File: src/design/srp_defs.svh
// constants for the two-wire serial register port
// Operation
// - address byte LSB 1 means read, 0 means write.
// - slave address bit one follows the address select pin level.
// - start is SDA falling while SCL high, detected at any time.
// - eight bits shifted in MSB first: 7-bit address then direction.
// - matching address is acknowledged by holding SDA low on ninth pulse.
// - on mismatch release bus, idle until next start and matching address.
// - in a write, second byte is the starting register pointer.
// - pointer advances by one after each data byte written or read; the code holds it at 7'h1f after a read of the last register.
// - out-of-sequence stop returns bus machine to idle at once; start restarts address reception.
// - pointer naming a missing register gets no acknowledge, then idle.
// - reads past highest register keep returning that register's contents.
// - write past highest register is discarded, not acknowledged, then idle.
// - pointer is write-only; every other register reads and writes.
// - port and registers stay fully usable during sleep.
`ifndef SRP_DEFS_SVH
`define SRP_DEFS_SVH

// fixed address bits around the pin-selected bit; values are arbitrary
`define SRP_ADDR_HI       5'h15
`define SRP_ADDR_LO       1'b0
`define SRP_RW_READ       1'b1
`define SRP_NUM_REGS      32
`define SRP_LAST_REG      7'h1f
`define SRP_IDX_MSB       4
`define SRP_BYTE_BITS     4'h8
`define SRP_REG_RESET     8'h00
`define SRP_PTR_RESET     7'h00
`define SRP_CNT_RESET     4'h0

`endif

File: src/design/srp_pkg.sv
// types shared by the serial register port
package srp_pkg;

   // one sample of the two bus lines
   typedef struct packed {
      logic scl;
      logic sda;
   } srp_line_t;

   // bus state machine, one-hot
   typedef enum logic [8:0] {
      SRP_IDLE      = 9'h001,
      SRP_ADDR      = 9'h002,
      SRP_ADDR_ACK  = 9'h004,
      SRP_PTR       = 9'h008,
      SRP_PTR_ACK   = 9'h010,
      SRP_WDATA     = 9'h020,
      SRP_WDATA_ACK = 9'h040,
      SRP_RDATA     = 9'h080,
      SRP_RACK      = 9'h100
   } srp_state_t;

endpackage

File: src/design/srp_serial_port.sv
// two-wire slave port giving a host access to the control registers
`timescale 1ns/1ps
`include "srp_defs.svh"

module srp_serial_port (
   input  wire logic                         clk,
   input  wire logic                         rst,
   input  wire logic                         sclIn,
   input  wire logic                         sdaIn,
   output wire logic                         sdaOut,
   output logic                              sdaOe,
   input  wire logic                         addressSelectPin,
   output wire logic [`SRP_NUM_REGS*8-1:0]   regBank
);

   ////////////////////////////////////////////////////////////////////////
   // declarations

   srp_pkg::srp_line_t  lineMeta;
   srp_pkg::srp_line_t  lineSync;
   srp_pkg::srp_line_t  lineLast;
   logic                pinMeta;
   logic                addressBitOne;

   srp_pkg::srp_state_t state;
   logic [3:0]          bitCnt;
   logic [7:0]          shiftReg;
   logic                readDir;
   logic                masterAck;
   logic [6:0]          regPtr;
   logic [7:0]          regs [0:`SRP_NUM_REGS-1];

   logic                sclRise;
   logic                sclFall;
   logic                startCond;
   logic                stopCond;
   logic                endOfByte;
   logic [6:0]          ownAddr;
   logic                ptrValid;
   logic                writeInRange;
   logic                ptrLoad;
   logic                regWrite;
   logic                readAdvance;
   logic [6:0]          readIdx;
   logic [7:0]          readByte;

   ////////////////////////////////////////////////////////////////////////
   // pin synchronisers

   // the bus lines and the strap come from outside, so two flops each;
   // edge logic looks only at the second stage and its delayed copy
   always_ff @(posedge clk) begin
      if (rst) begin
         lineMeta <= '{scl: 1'b1, sda: 1'b1};
         lineSync <= '{scl: 1'b1, sda: 1'b1};
         lineLast <= '{scl: 1'b1, sda: 1'b1};
      end else begin
         lineMeta <= '{scl: sclIn, sda: sdaIn};
         lineSync <= lineMeta;
         lineLast <= lineSync;
      end
   end

   always_ff @(posedge clk) begin
      if (rst) begin
         pinMeta       <= 1'b0;
         addressBitOne <= 1'b0;
      end else begin
         pinMeta       <= addressSelectPin;
         addressBitOne <= pinMeta;
      end
   end

   ////////////////////////////////////////////////////////////////////////
   // bus events and decisions

   assign sclRise   = lineSync.scl & ~lineLast.scl;
   assign sclFall   = ~lineSync.scl & lineLast.scl;

   // watched in every state, not only in idle
   assign startCond = lineSync.scl & lineLast.scl &
                      ~lineSync.sda & lineLast.sda;
   assign stopCond  = lineSync.scl & lineLast.scl &
                      lineSync.sda & ~lineLast.sda;

   assign endOfByte = sclFall & (bitCnt == `SRP_BYTE_BITS);

   // one address bit follows the strap so two parts can share the bus
   assign ownAddr   = {`SRP_ADDR_HI, addressBitOne, `SRP_ADDR_LO};

   // pointer top bit is ignored; only the select field is used
   assign ptrValid  = (shiftReg[6:0] <= `SRP_LAST_REG);
   assign writeInRange = (regPtr <= `SRP_LAST_REG);

   assign ptrLoad   = (state == srp_pkg::SRP_PTR) & endOfByte &
                      ptrValid;
   assign regWrite  = (state == srp_pkg::SRP_WDATA) & endOfByte &
                      writeInRange;
   assign readAdvance = (state == srp_pkg::SRP_RDATA) & endOfByte;

   // past the top the last register keeps coming back
   assign readIdx   = writeInRange ? regPtr : `SRP_LAST_REG;
   assign readByte  = regs[readIdx[`SRP_IDX_MSB:0]];

   // open drain: only ever pull low
   assign sdaOut    = 1'b0;

   ////////////////////////////////////////////////////////////////////////
   // bus state machine

   always_ff @(posedge clk) begin
      if (rst) begin
         state     <= srp_pkg::SRP_IDLE;
         bitCnt    <= `SRP_CNT_RESET;
         shiftReg  <= `SRP_REG_RESET;
         readDir   <= 1'b0;
         masterAck <= 1'b0;
         sdaOe     <= 1'b0;
      end else if (stopCond) begin
         // a stop at any point ends the transfer at once
         state <= srp_pkg::SRP_IDLE;
         sdaOe <= 1'b0;
      end else if (startCond) begin
         // repeated start also restarts address reception
         state  <= srp_pkg::SRP_ADDR;
         bitCnt <= `SRP_CNT_RESET;
         sdaOe  <= 1'b0;
      end else begin
         case (state)
            srp_pkg::SRP_IDLE: begin
               sdaOe <= 1'b0;
            end
            srp_pkg::SRP_ADDR,
            srp_pkg::SRP_PTR,
            srp_pkg::SRP_WDATA: begin
               if (sclRise && bitCnt != `SRP_BYTE_BITS) begin
                  // sampled on the high phase, msb first
                  shiftReg <= {shiftReg[6:0], lineSync.sda};
                  bitCnt   <= bitCnt + 4'h1;
               end
               if (endOfByte) begin
                  bitCnt <= `SRP_CNT_RESET;
                  if (state == srp_pkg::SRP_ADDR) begin
                     if (shiftReg[7:1] == ownAddr) begin
                        readDir <= shiftReg[0];
                        sdaOe   <= 1'b1;
                        state   <= srp_pkg::SRP_ADDR_ACK;
                     end else begin
                        state <= srp_pkg::SRP_IDLE;
                     end
                  end else if (state == srp_pkg::SRP_PTR) begin
                     if (ptrValid) begin
                        sdaOe <= 1'b1;
                        state <= srp_pkg::SRP_PTR_ACK;
                     end else begin
                        state <= srp_pkg::SRP_IDLE;
                     end
                  end else begin
                     if (writeInRange) begin
                        sdaOe <= 1'b1;
                        state <= srp_pkg::SRP_WDATA_ACK;
                     end else begin
                        state <= srp_pkg::SRP_IDLE;
                     end
                  end
               end
            end
            srp_pkg::SRP_ADDR_ACK: begin
               if (sclFall) begin
                  if (readDir == `SRP_RW_READ) begin
                     // first read byte comes from the held pointer
                     shiftReg <= readByte;
                     sdaOe    <= ~readByte[7];
                     state    <= srp_pkg::SRP_RDATA;
                  end else begin
                     sdaOe <= 1'b0;
                     state <= srp_pkg::SRP_PTR;
                  end
               end
            end
            srp_pkg::SRP_PTR_ACK,
            srp_pkg::SRP_WDATA_ACK: begin
               if (sclFall) begin
                  sdaOe <= 1'b0;
                  state <= srp_pkg::SRP_WDATA;
               end
            end
            srp_pkg::SRP_RDATA: begin
               if (sclRise && bitCnt != `SRP_BYTE_BITS) begin
                  bitCnt <= bitCnt + 4'h1;
               end
               if (sclFall) begin
                  if (bitCnt == `SRP_BYTE_BITS) begin
                     // let go so the master can answer
                     bitCnt <= `SRP_CNT_RESET;
                     sdaOe  <= 1'b0;
                     state  <= srp_pkg::SRP_RACK;
                  end else begin
                     shiftReg <= {shiftReg[6:0], 1'b0};
                     sdaOe    <= ~shiftReg[6];
                  end
               end
            end
            srp_pkg::SRP_RACK: begin
               if (sclRise) begin
                  masterAck <= ~lineSync.sda;
               end
               if (sclFall) begin
                  if (masterAck) begin
                     shiftReg <= readByte;
                     sdaOe    <= ~readByte[7];
                     state    <= srp_pkg::SRP_RDATA;
                  end else begin
                     // not-acknowledge closes the read
                     state <= srp_pkg::SRP_IDLE;
                  end
               end
            end
            default: begin
               state <= srp_pkg::SRP_IDLE;
               sdaOe <= 1'b0;
            end
         endcase
      end
   end

   ////////////////////////////////////////////////////////////////////////
   // register pointer

   // held across transfers so a later read starts where it was set;
   // it has no read path of its own
   always_ff @(posedge clk) begin
      if (rst) begin
         regPtr <= `SRP_PTR_RESET;
      end else if (ptrLoad) begin
         regPtr <= shiftReg[6:0];
      end else if (regWrite) begin
         regPtr <= regPtr + 7'h01;
      end else if (readAdvance && regPtr < `SRP_LAST_REG) begin
         // saturates so the top register repeats
         regPtr <= regPtr + 7'h01;
      end
   end

   ////////////////////////////////////////////////////////////////////////
   // control registers

   // nothing here looks at a sleep bit, so access never stops in sleep
   always_ff @(posedge clk) begin
      if (rst) begin
         for (int i = 0; i < `SRP_NUM_REGS; i++) begin
            regs[i] <= `SRP_REG_RESET;
         end
      end else if (regWrite) begin
         regs[regPtr[`SRP_IDX_MSB:0]] <= shiftReg;
      end
   end

   generate
      for (genvar g = 0; g < `SRP_NUM_REGS; g++) begin : gBank
         assign regBank[g*8 +: 8] = regs[g];
      end
   endgenerate

endmodule // srp_serial_port

File: config.mk
export PLATFORM = sky130hd
export DESIGN_NAME = srp_serial_port
export DESIGN_NICKNAME = d
export VERILOG_FILES = /design/src/design/srp_pkg.sv /design/src/design/srp_serial_port.sv
export VERILOG_INCLUDE_DIRS = /design/src /design/src/design
export SDC_FILE = /design/constraint.sdc
export NUM_CORES = 1
export LEC_CHECK = 0
export BUFFER_PORTS_ARGS = -buffer_cell sky130_fd_sc_hd__buf_2
export CORE_ASPECT_RATIO = 1.25
export CORE_MARGIN = 2
export CORE_UTILIZATION = 40
export CTS_CLUSTER_DIAMETER = 50
export CTS_CLUSTER_SIZE = 12
export DETAILED_ROUTE_END_ITERATION = 7
export GPL_TIMING_DRIVEN = 0
export HOLD_SLACK_MARGIN = 0.05
export PLACE_DENSITY = 0.68
export SYNTH_ARGS = -nofsm -noshare
export SYNTH_HDL_FRONTEND = slang
export SYNTH_SLANG_ARGS = --single-unit
File: constraint.sdc
create_clock -name clk -period 8.9 [get_ports clk]
set_input_delay 2.67 -clock clk [delete_from_list [all_inputs] [get_ports clk]]
set_output_delay 2.67 -clock clk [all_outputs]
set_load 0.03 [all_outputs]
==> flow_results.org, run 1 <==
** Outcome
- The flow ran to the end, and the final reports show no timing, DRC or antenna violations.

** Placement
- Number of cells after detailed placement :: 2004
- OpenSTA, run right after detailed placement, puts the worst setup slack at between 2 and 3 ns.
- IO buf count :: 260
- RD Place Congestion :: 1.01
- Once placement finished, the instance area stood at 16400 sq um.
- Hpwl dp :: roughly 42000 microns

** Finish
- The finished cells cover about 17000 sq um.
- The net count of the finished layout is 1578.
- The multi-input combinational cells in the finished layout cover a total of 5490 sq um.
- Post-route non-filler standard cell count :: between 2000 and 2500
- N_diodes :: 0
- Counting the fill cells in the layout gives ~3300.
- Area Growth Syn to Fin :: 20.4%
- Share of final-layout standard cells stronger than drive strength 1 :: about a quarter
- Across the whole layout, storage elements account for 8470 sq um.

** Critical path
- Critical Path Sink Type :: flop
- Type of the worst setup path :: input pin to flop
- In this run the critical register-to-register path is launched from regPtr[6]$_SDFFE_PP0P_.
- The largest single stage delay on the critical path is between 1 and 1.5 ns.
- Count of buffer and inverter cells on the critical path :: 3
- Slowest library cell on the worst path :: o21ai_0
- For the worst setup path, the data required time is about 9 ns.
- Along the worst path, the maximum fanout reaches 10.
- Critical path origin :: rst
- Counting cells, the worst reg-to-reg path comes to 9.
- List of cells traversed by the critical path :: clkbuf_1, nor4b_2, nand2_1, buf_2, buf_2, o21ai_0
- The cell that appears most often on the critical path is buf_2.
- Data arrives at the worst endpoint at approximately 5.6 ns.
- Number of logic stages on the critical path including buffering :: 6
- The worst setup path is launched from an input pin.
- Category of cells accounting for the largest share of critical-path delay :: compound AO/OA/AOI/OAI gates

** Synth
- For this run, the number of Yosys warnings is 0.
- Cell count after synthesis :: roughly 1300
- Cell with the most instances after synthesis :: edfxtp_1
- The synthesized design spends more area on one cell type than any other, namely edfxtp_1.
- In the synthesized netlist the async set-or-reset flop fraction comes to 0%.
- The cell area that synthesis handed to floorplanning was approximately 14000 sq um.
- Commonest cells post-synth :: edfxtp_1 (256), and2_1 (233), nand2_1 (133), clkbuf_1 (66), nor2_1 (57)
- Synthesized netlist net count :: between 1000 and 1500
- The top cell type by area accounts for a little over half of the synthesized area.
- In this run, distinct cell masters in the synthesized netlist total 79.
- In the post-synthesis netlist, the biggest area contributors are edfxtp_1 (53%), and2_1 (10%), dfxtp_1 (5.4%), nand2_1 (3.5%), mux4_2 (2.3%).
- Number of synthesized flops with an enable pin :: between 200 and 300
- The synthesized design contains 295 register bits.
- Fraction of the yosys area taken by sequential cells :: 58.6%
- Among all flip-flop cells after synthesis, the most frequent one is edfxtp_1.
- Synthesized area divided by synthesized cell count :: 11.4 sq um

** Clock tree
- Cell chosen for the clock root :: clkbuf_16
- TritonCTS built the clock tree.
- Total clock sinks :: ~300
- After clock tree synthesis, the clock-pin slew on the worst setup and hold paths is about 0.06 ns.
- The number of gates resized after CTS was 0.
- Hold bufs inserted after CTS :: 0
- Counting the buffers created by CTS gives 34.
- Maximum number of buffers from clock root to sink :: 3
- Post CTS Setup Buffer Count :: 0
- The later pin in the worst-skew pair is clocked with a latency of between 0.5 and 0.6 ns.
- Htree depth :: 2

** Floorplan
- The floorplan has 77 rows.
- Std-Cell Core Area :: around 36000 sq um
- Overall die area :: ~38000 sq um
- Vertical die dimension :: about 220 microns
- between 200 and 300 I/O pins were placed.
- Initial Util :: about two fifths
- Measured along the x axis, the die boundary spans 174 microns.

** Power and ir drop
- Power comes to 3250 uW.
- Power per cell area :: around 190 nW/um^2
- VDD sags by at most ~0.00017 V.
- For this design the static power due to leakage is 0.00644 uW.

** GRT
- Global Route Usage Sum :: 28.2%
- The initial antenna violation count came to 1.
- The via count of the first global-routing pass came to between 10000 and 15000.
- Global-route wire length before repair :: around 77000 microns
- Entering global routing, the biggest net connects 14 pins.
- Overflow left after global routing :: 0

** Flow run
- Max-cap violation count :: 0

** Routing
- Avg WL per Cell :: 26.6 microns
- Detailed router's first-iteration violation count :: between 1000 and 1500
- Via-per-instance ratio :: 5.80
- The count of nets left with antenna violations once routing finished came out at 0.
- Vias :: approximately 12000
- The final layout contains routed wiring with a total length of about 55000 microns.
- Before antenna repair, the detailed router went through 6 iterations.
- DRC violations left :: 0

** STA
- Headroom to the max-slew limit came out at approximately 6.7%.
- The final critical path takes up 61.5% of the cycle.
- Setup slack on the critical path of the routed design comes to about 3.4 ns.
- RSZ-0062 raised after global routing :: false
- After routing, the total negative slack on setup checks comes to 0 ns.
- The max-slew violation count came to 0.
- Final Skew :: 0.0241 ns
- Upper clock frequency limit :: between 0.15 and 0.2 GHz
- Time the worst path needs with I/O delays and setup :: 5.47 ns
- The total count of hold-check failures in the final report came to 0.
- Slew at the pin closest to its max-slew limit :: between 1 and 1.5 ns
- Setup violations remaining at the end of the flow were counted as 0.

** Min path
- The worst hold path begins at lineMeta[1]$_SDFF_PP1_.
- The tightest min-delay check is of the flop to flop type.
- Along the worst hold path, the cell count comes to 1.
[final timing paths]
path                         endpoint  slack (ns)
max reg2reg  regs[8][3]$_SDFFCE_PN0P_        4.60
max          regs[8][3]$_SDFFCE_PN0P_        3.43
min reg2reg    lineSync[1]$_SDFF_PP1_        0.42
min            lineSync[1]$_SDFF_PP1_        0.42
[cell families (layout without fill, tap and decap cells)]
group / count (synthesis) / after routing / synth area share, %
adder cells (fa/ha/maj): 6 / 6 / 0.519
other: 1 / 1 / 0.0259
XOR/XNOR: 10 / 10 / 0.606
multiplexers: 54 / 54 / 5.17
AND/OR/NAND/NOR: 590 / 590 / 22.1
buffers and inverters: 118 / 436 / 3.50
AO/OA/AOI/OAI: 196 / 196 / 9.53
flip-flops: 295 / 295 / 58.6
[area by class of cell]
| class | count | share of cell area [%] |
|---|---|---|
| repair buffers | 261 | 7.50 |
| clock inverters | 10 | 0.553 |
| flip-flops and latches | 295 | 48.6 |
| clock buffers | 47 | 5.46 |
| well taps | 474 | 3.41 |
| inverters | 15 | 0.323 |
| plain buffers | 103 | 2.58 |
| multi-input cells | 857 | 31.5 |
[registers in the layout, indices dropped and copies added (netlist names), 2 cells and up]
name,count
bitCnt,4
regPtr,7
regs,256
lineLast,2
state,9
lineMeta,2
shiftReg,8
lineSync,2
[metal layers]
layer  vias to the layer above  GRT usage [%]  wire length [microns]
met5                         -              0                      0
li1                       5195              -                      -
met2                       738           46.3                  25900
met1                      5851           33.7                  19700
met3                       166           7.11                   5710
met4                         0           16.7                   3540
[layout by cell type (no fill, tap or decap), types with 7 or more instances in the layout]
cell type	n
a211oi_1	19
a21oi_1	15
a31oi_1	19
and2_1	233
and3_1	17
buf_2	286
clkbuf_1	75
clkbuf_16	35
dfxtp_1	39
edfxtp_1	256
inv_1	14
mux2_2	15
mux2i_1	24
mux4_2	15
nand2_1	133
nand2b_1	8
nand3_1	29
nor2_1	57
nor2b_1	20
nor3_1	43
o211ai_1	9
o21ai_0	50
o21ai_1	8
o31ai_1	8
o32ai_1	15
or2_2	7
or3_1	8
[power breakdown]
part | switching (uW) | internal (uW)
registers | 50.8 | 1560
clock network | 566 | 779
logic | 219 | 72.2
[stage by stage]
stage | hold slack [ns] | util (%)
floorplan | 0.389 | -
global placement | 0.401 | 46.0
detailed placement | 0.393 | 46.0
CTS | 0.411 | 49.0
global route | 0.434 | 49.0
finish | 0.416 | 49.0
No activity file was read; power rests on OpenSTA's default activity.
==> inputs of run 2 (changes only) <==
--- a/config.mk
+++ b/config.mk
@@ -15,7 +15,7 @@
 export DETAILED_ROUTE_END_ITERATION = 7
 export GPL_TIMING_DRIVEN = 0
 export HOLD_SLACK_MARGIN = 0.05
-export PLACE_DENSITY = 0.68
+export PLACE_DENSITY = 0.7
 export SYNTH_ARGS = -nofsm -noshare
 export SYNTH_HDL_FRONTEND = slang
 export SYNTH_SLANG_ARGS = --single-unit
==> constraint.sdc (replaced) <==
create_clock -name clk -period 4.78 [get_ports clk]
set_input_delay 1.434 -clock clk [delete_from_list [all_inputs] [get_ports clk]]
set_output_delay 1.434 -clock clk [all_outputs]
set_load 0.03 [all_outputs]
==> run 2 against run 1 <==
  * Clock skew decreased by 0.014 ns
  * Die area did not move
  * Power rose by 86%
  * Final cell count grew 0.19%
  * First-iteration DRC count fell by 3.1%
  * Design area hardly changed
  * Routed wire length down 0.57%
  * Worst setup slack lost 2.9 ns
  * Highest routed layer unchanged
==> flow_results.org, run 2 (synthesis results as in run 1) <==
** Finish
- Register with the highest flop count :: regs (unchanged)
- The number of filler cells placed in the layout is 3236 (was 3291).
- Cell area after layout :: 17400 sq um (about the same)
- # nets final :: 1579 (was 1578)
- Leading cell types in the layout, fill and taps excluded: buf_2 (286), edfxtp_1 (256), and2_1 (233), nand2_1 (133), clkbuf_1 (76) (was buf_2 (286), edfxtp_1 (256), and2_1 (233), nand2_1 (133), clkbuf_1 (75)).
- The share of post-route cells with drive strength above 1 came to 24.9% (was 25.1%).
- Area Growth Syn to Fin :: 20.4% (about the same)
- Largest regs :: regs (256), state (9), shiftReg (8) (unchanged)
- The number of flip-flops under the largest register name was 256 (unchanged).
- The count of placed standard cells in the final layout, fillers left out was 2066 (was 2062).
- The leading cell type in the layout, fill and taps excluded is buf_2 (unchanged).

** Placement
- The placer congestion estimate was 1.00 (was 1.01).
- The post-place instance area was 16400 sq um (unchanged).
- The count of port buffers added during placement came to 260 (unchanged).
- The HPWL after detailed placement was 41400 microns (was 41600 microns).
- The number of cells in the design after placement came to 2004 (unchanged).

** Floorplan
- The core outline area was 35600 sq um (unchanged).
- The area of the die is 37700 sq um (unchanged).
- The initial core utilization was 40.7% (unchanged).
- # IOs :: 263 (unchanged)
- The chip width was 174 microns (unchanged).
- Vertical die dimension :: 217 microns (unchanged)
- The number of core rows is 77 (unchanged).

** Clock tree
- TritonCTS clock tree :: done (unchanged)
- Clock transition at path regs :: 0.06 ns (about the same)
- The quantity of gates resized following cts came to 0 (unchanged).
- The clock latency on the worst-skew pair is 0.53 ns (about the same).
- Htree depth :: 2 (unchanged)
- The CTS buffer count is 34 (unchanged).
- Maximum number of buffers from clock root to sink :: 3 (unchanged)
- The number of buffers inserted by post-CTS setup repair is 0 (unchanged).
- Cell chosen for the clock root :: clkbuf_16 (unchanged)
- Hold bufs inserted after CTS :: 0 (unchanged)
- Total clock sinks :: 295 (unchanged)

** GRT
- The layer with the highest usage is met2 (unchanged).
- The met1 usage in global routing was 34.0% (was 33.7%).
- The first-pass GRT wire length is 77500 microns (was 77100 microns).
- Pin count of the biggest net entering global routing :: 14 (unchanged)
- Vias in the first global route :: 11700 (was 11600)
- Overflow left after global routing :: 0 (unchanged)
- GR met2 Demand/Resource :: 45.4% (was 46.3%)
- The total track usage was 28.3% (was 28.2%).
- The global-route track usage on met3 came to 6.44% (was 7.11%).
- Initial antenna violation count :: 1 (unchanged)

** STA
- Time the worst path needs with I/O delays and setup :: between 4 and 5 ns
- The total negative slack came to 0 ns (unchanged).
- The total count of hold-check failures in the final report is 0 (unchanged).
- Derived from the worst setup path, the maximum achievable clock frequency is ~0.23 GHz.
- Final Max Slew Viols :: 0 (unchanged)
- RSZ-0062 raised after global routing: false (unchanged).
- The headroom to the max-slew limit is 9.55% (was 6.69%).
- The final number of setup-violating endpoints is 0 (unchanged).
- The slew at the pin closest to its max-slew limit came to 1.34 ns (was 1.38 ns).
- The final setup skew came to 0.0106 ns (was 0.0241 ns).
- In the finished design, the share of the clock period the worst path needs comes to 89.5%.

** Critical path
- Slowest library cell on the worst path :: o21ai_0 (unchanged)
- The critical path class is flop to flop (was input pin to flop).
- The critical path buffer and inverter count is 4 (was 3).
- The longest individual stage delay on the worst path is 1.06 ns (was 1.02 ns).
- Maximum fanout along the worst path :: 10 (unchanged)
- The number of stages on the worst setup path was 9 (was 6).
- The startpoint of the worst register-to-register path is regPtr[6]$_SDFFE_PP0P_ (unchanged).
- The dominant delay contributor by cell family on the critical path was simple AND/OR/NAND/NOR gates (was compound AO/OA/AOI/OAI gates).
- The worst reg2reg path depth came to 9 (unchanged).
- Arrival time at the worst endpoint :: 4.41 ns (was 5.61 ns)
- Worst r2r dst :: regs[8][5]$_SDFFCE_PN0P_ (was regs[8][3]$_SDFFCE_PN0P_)
- Critical Path Sink Type :: flop (unchanged)
- Worst Setup Start Kind :: flop (was input pin)
- Worst setup slack for register-to-register paths :: 0.50 ns (was 4.60 ns)
- Cell mode on critical path :: buf_2 (unchanged)
- The required arrival time at the worst endpoint came to 4.91 ns (was 9.04 ns).
- List of cells traversed by the critical path :: buf_2, or2_1, clkbuf_1, nor3_2, nor4b_2, nand2_1, buf_2, buf_2, o21ai_0 (was clkbuf_1, nor4b_2, nand2_1, buf_2, buf_2, o21ai_0)

** Routing
- Number of iterations in the first detailed-routing pass :: 5 (was 6)
- The number of antenna-violating nets in the routed design is 0 (unchanged).
- The final wirelength is 54500 microns (was 54800 microns).
- The detail-routed via count per cell is 5.81 (was 5.80).
- Detailed router's first-iteration violation count :: 1295 (was 1337)
- The wire length per cell was 26.4 microns (was 26.6 microns).
- The remaining design rule violation count came to 0 (unchanged).
- The overall via count from detail_route was 12000 (about the same).

** Min path
- Worst hold path endpoint :: lineSync[1]$_SDFF_PP1_ (unchanged)
- The startpoint of the worst hold path is lineMeta[1]$_SDFF_PP1_ (unchanged).
- Worst hold-check path type :: flop to flop (unchanged)
- Hold Crit Depth :: 1 (unchanged)

** Flow run
- Max-cap violation count :: 0 (unchanged)

** Outcome
- Result of the run :: completed (unchanged)

** Power and ir drop
- Power per cell area :: 348 nW/um^2 (was 187 nW/um^2)
- The leakage power figure came to 0.00644 uW (about the same).
- The worst ir drop on vdd is 0.000295 V (was 0.000171 V).
-- run 2: how the worst max path moves through the flow --
stage / slack [ns] / end / startpoint
detailed placement: 0.05 / regs[9][2]$_SDFFCE_PN0P_ / rst
floorplan: 1.23 / regs[11][0]$_SDFFCE_PN0P_ / rst
global route: 0.35 / regs[8][0]$_SDFFCE_PN0P_ / regPtr[6]$_SDFFE_PP0P_
CTS: 0.55 / regs[9][6]$_SDFFCE_PN0P_ / regPtr[6]$_SDFFE_PP0P_
global placement: 0.12 / regs[31][4]$_SDFFCE_PN0P_ / rst
finish: 0.50 / regs[8][5]$_SDFFCE_PN0P_ / regPtr[6]$_SDFFE_PP0P_
-- run 2: layout make-up --
class                   instances  area, sq um  share of cell area (%)
clock buffers                  45          913                    5.24
diodes                          2         5.00                  0.0287
repair buffers                262         1310                    7.54
well taps                     474          593                    3.41
clock inverters                13          129                   0.740
flip-flops and latches        295         8470                    48.6
inverters                      15         56.3                   0.323
multi-input cells             857         5490                    31.5
plain buffers                 103          449                    2.58
-- run 2: stage by stage --
stage                     util [%]  hold slack, ns  worst slack, ns  total power [uW]
after floorplan                  -           0.389             1.23              3380
after global placement        46.0           0.401            0.117              3590
after detailed placement      46.0           0.395           0.0534              3600
after CTS                     48.9           0.414            0.552              6060
after global routing          49.0           0.434            0.350              6200
final                         49.0           0.415            0.501              6060
-- run 2: power breakdown --
group          internal (uW)  switching [uW]
sequential              2910            96.4
combinational            135             406
clock                   1460            1060
-- run 2: metal layers --
metal  share of wire, %  vias up
li1                   -     5198
met1                 36     5854
met4                7.4        0
met2                 47      769
met5                  0        -
met3                 10      186
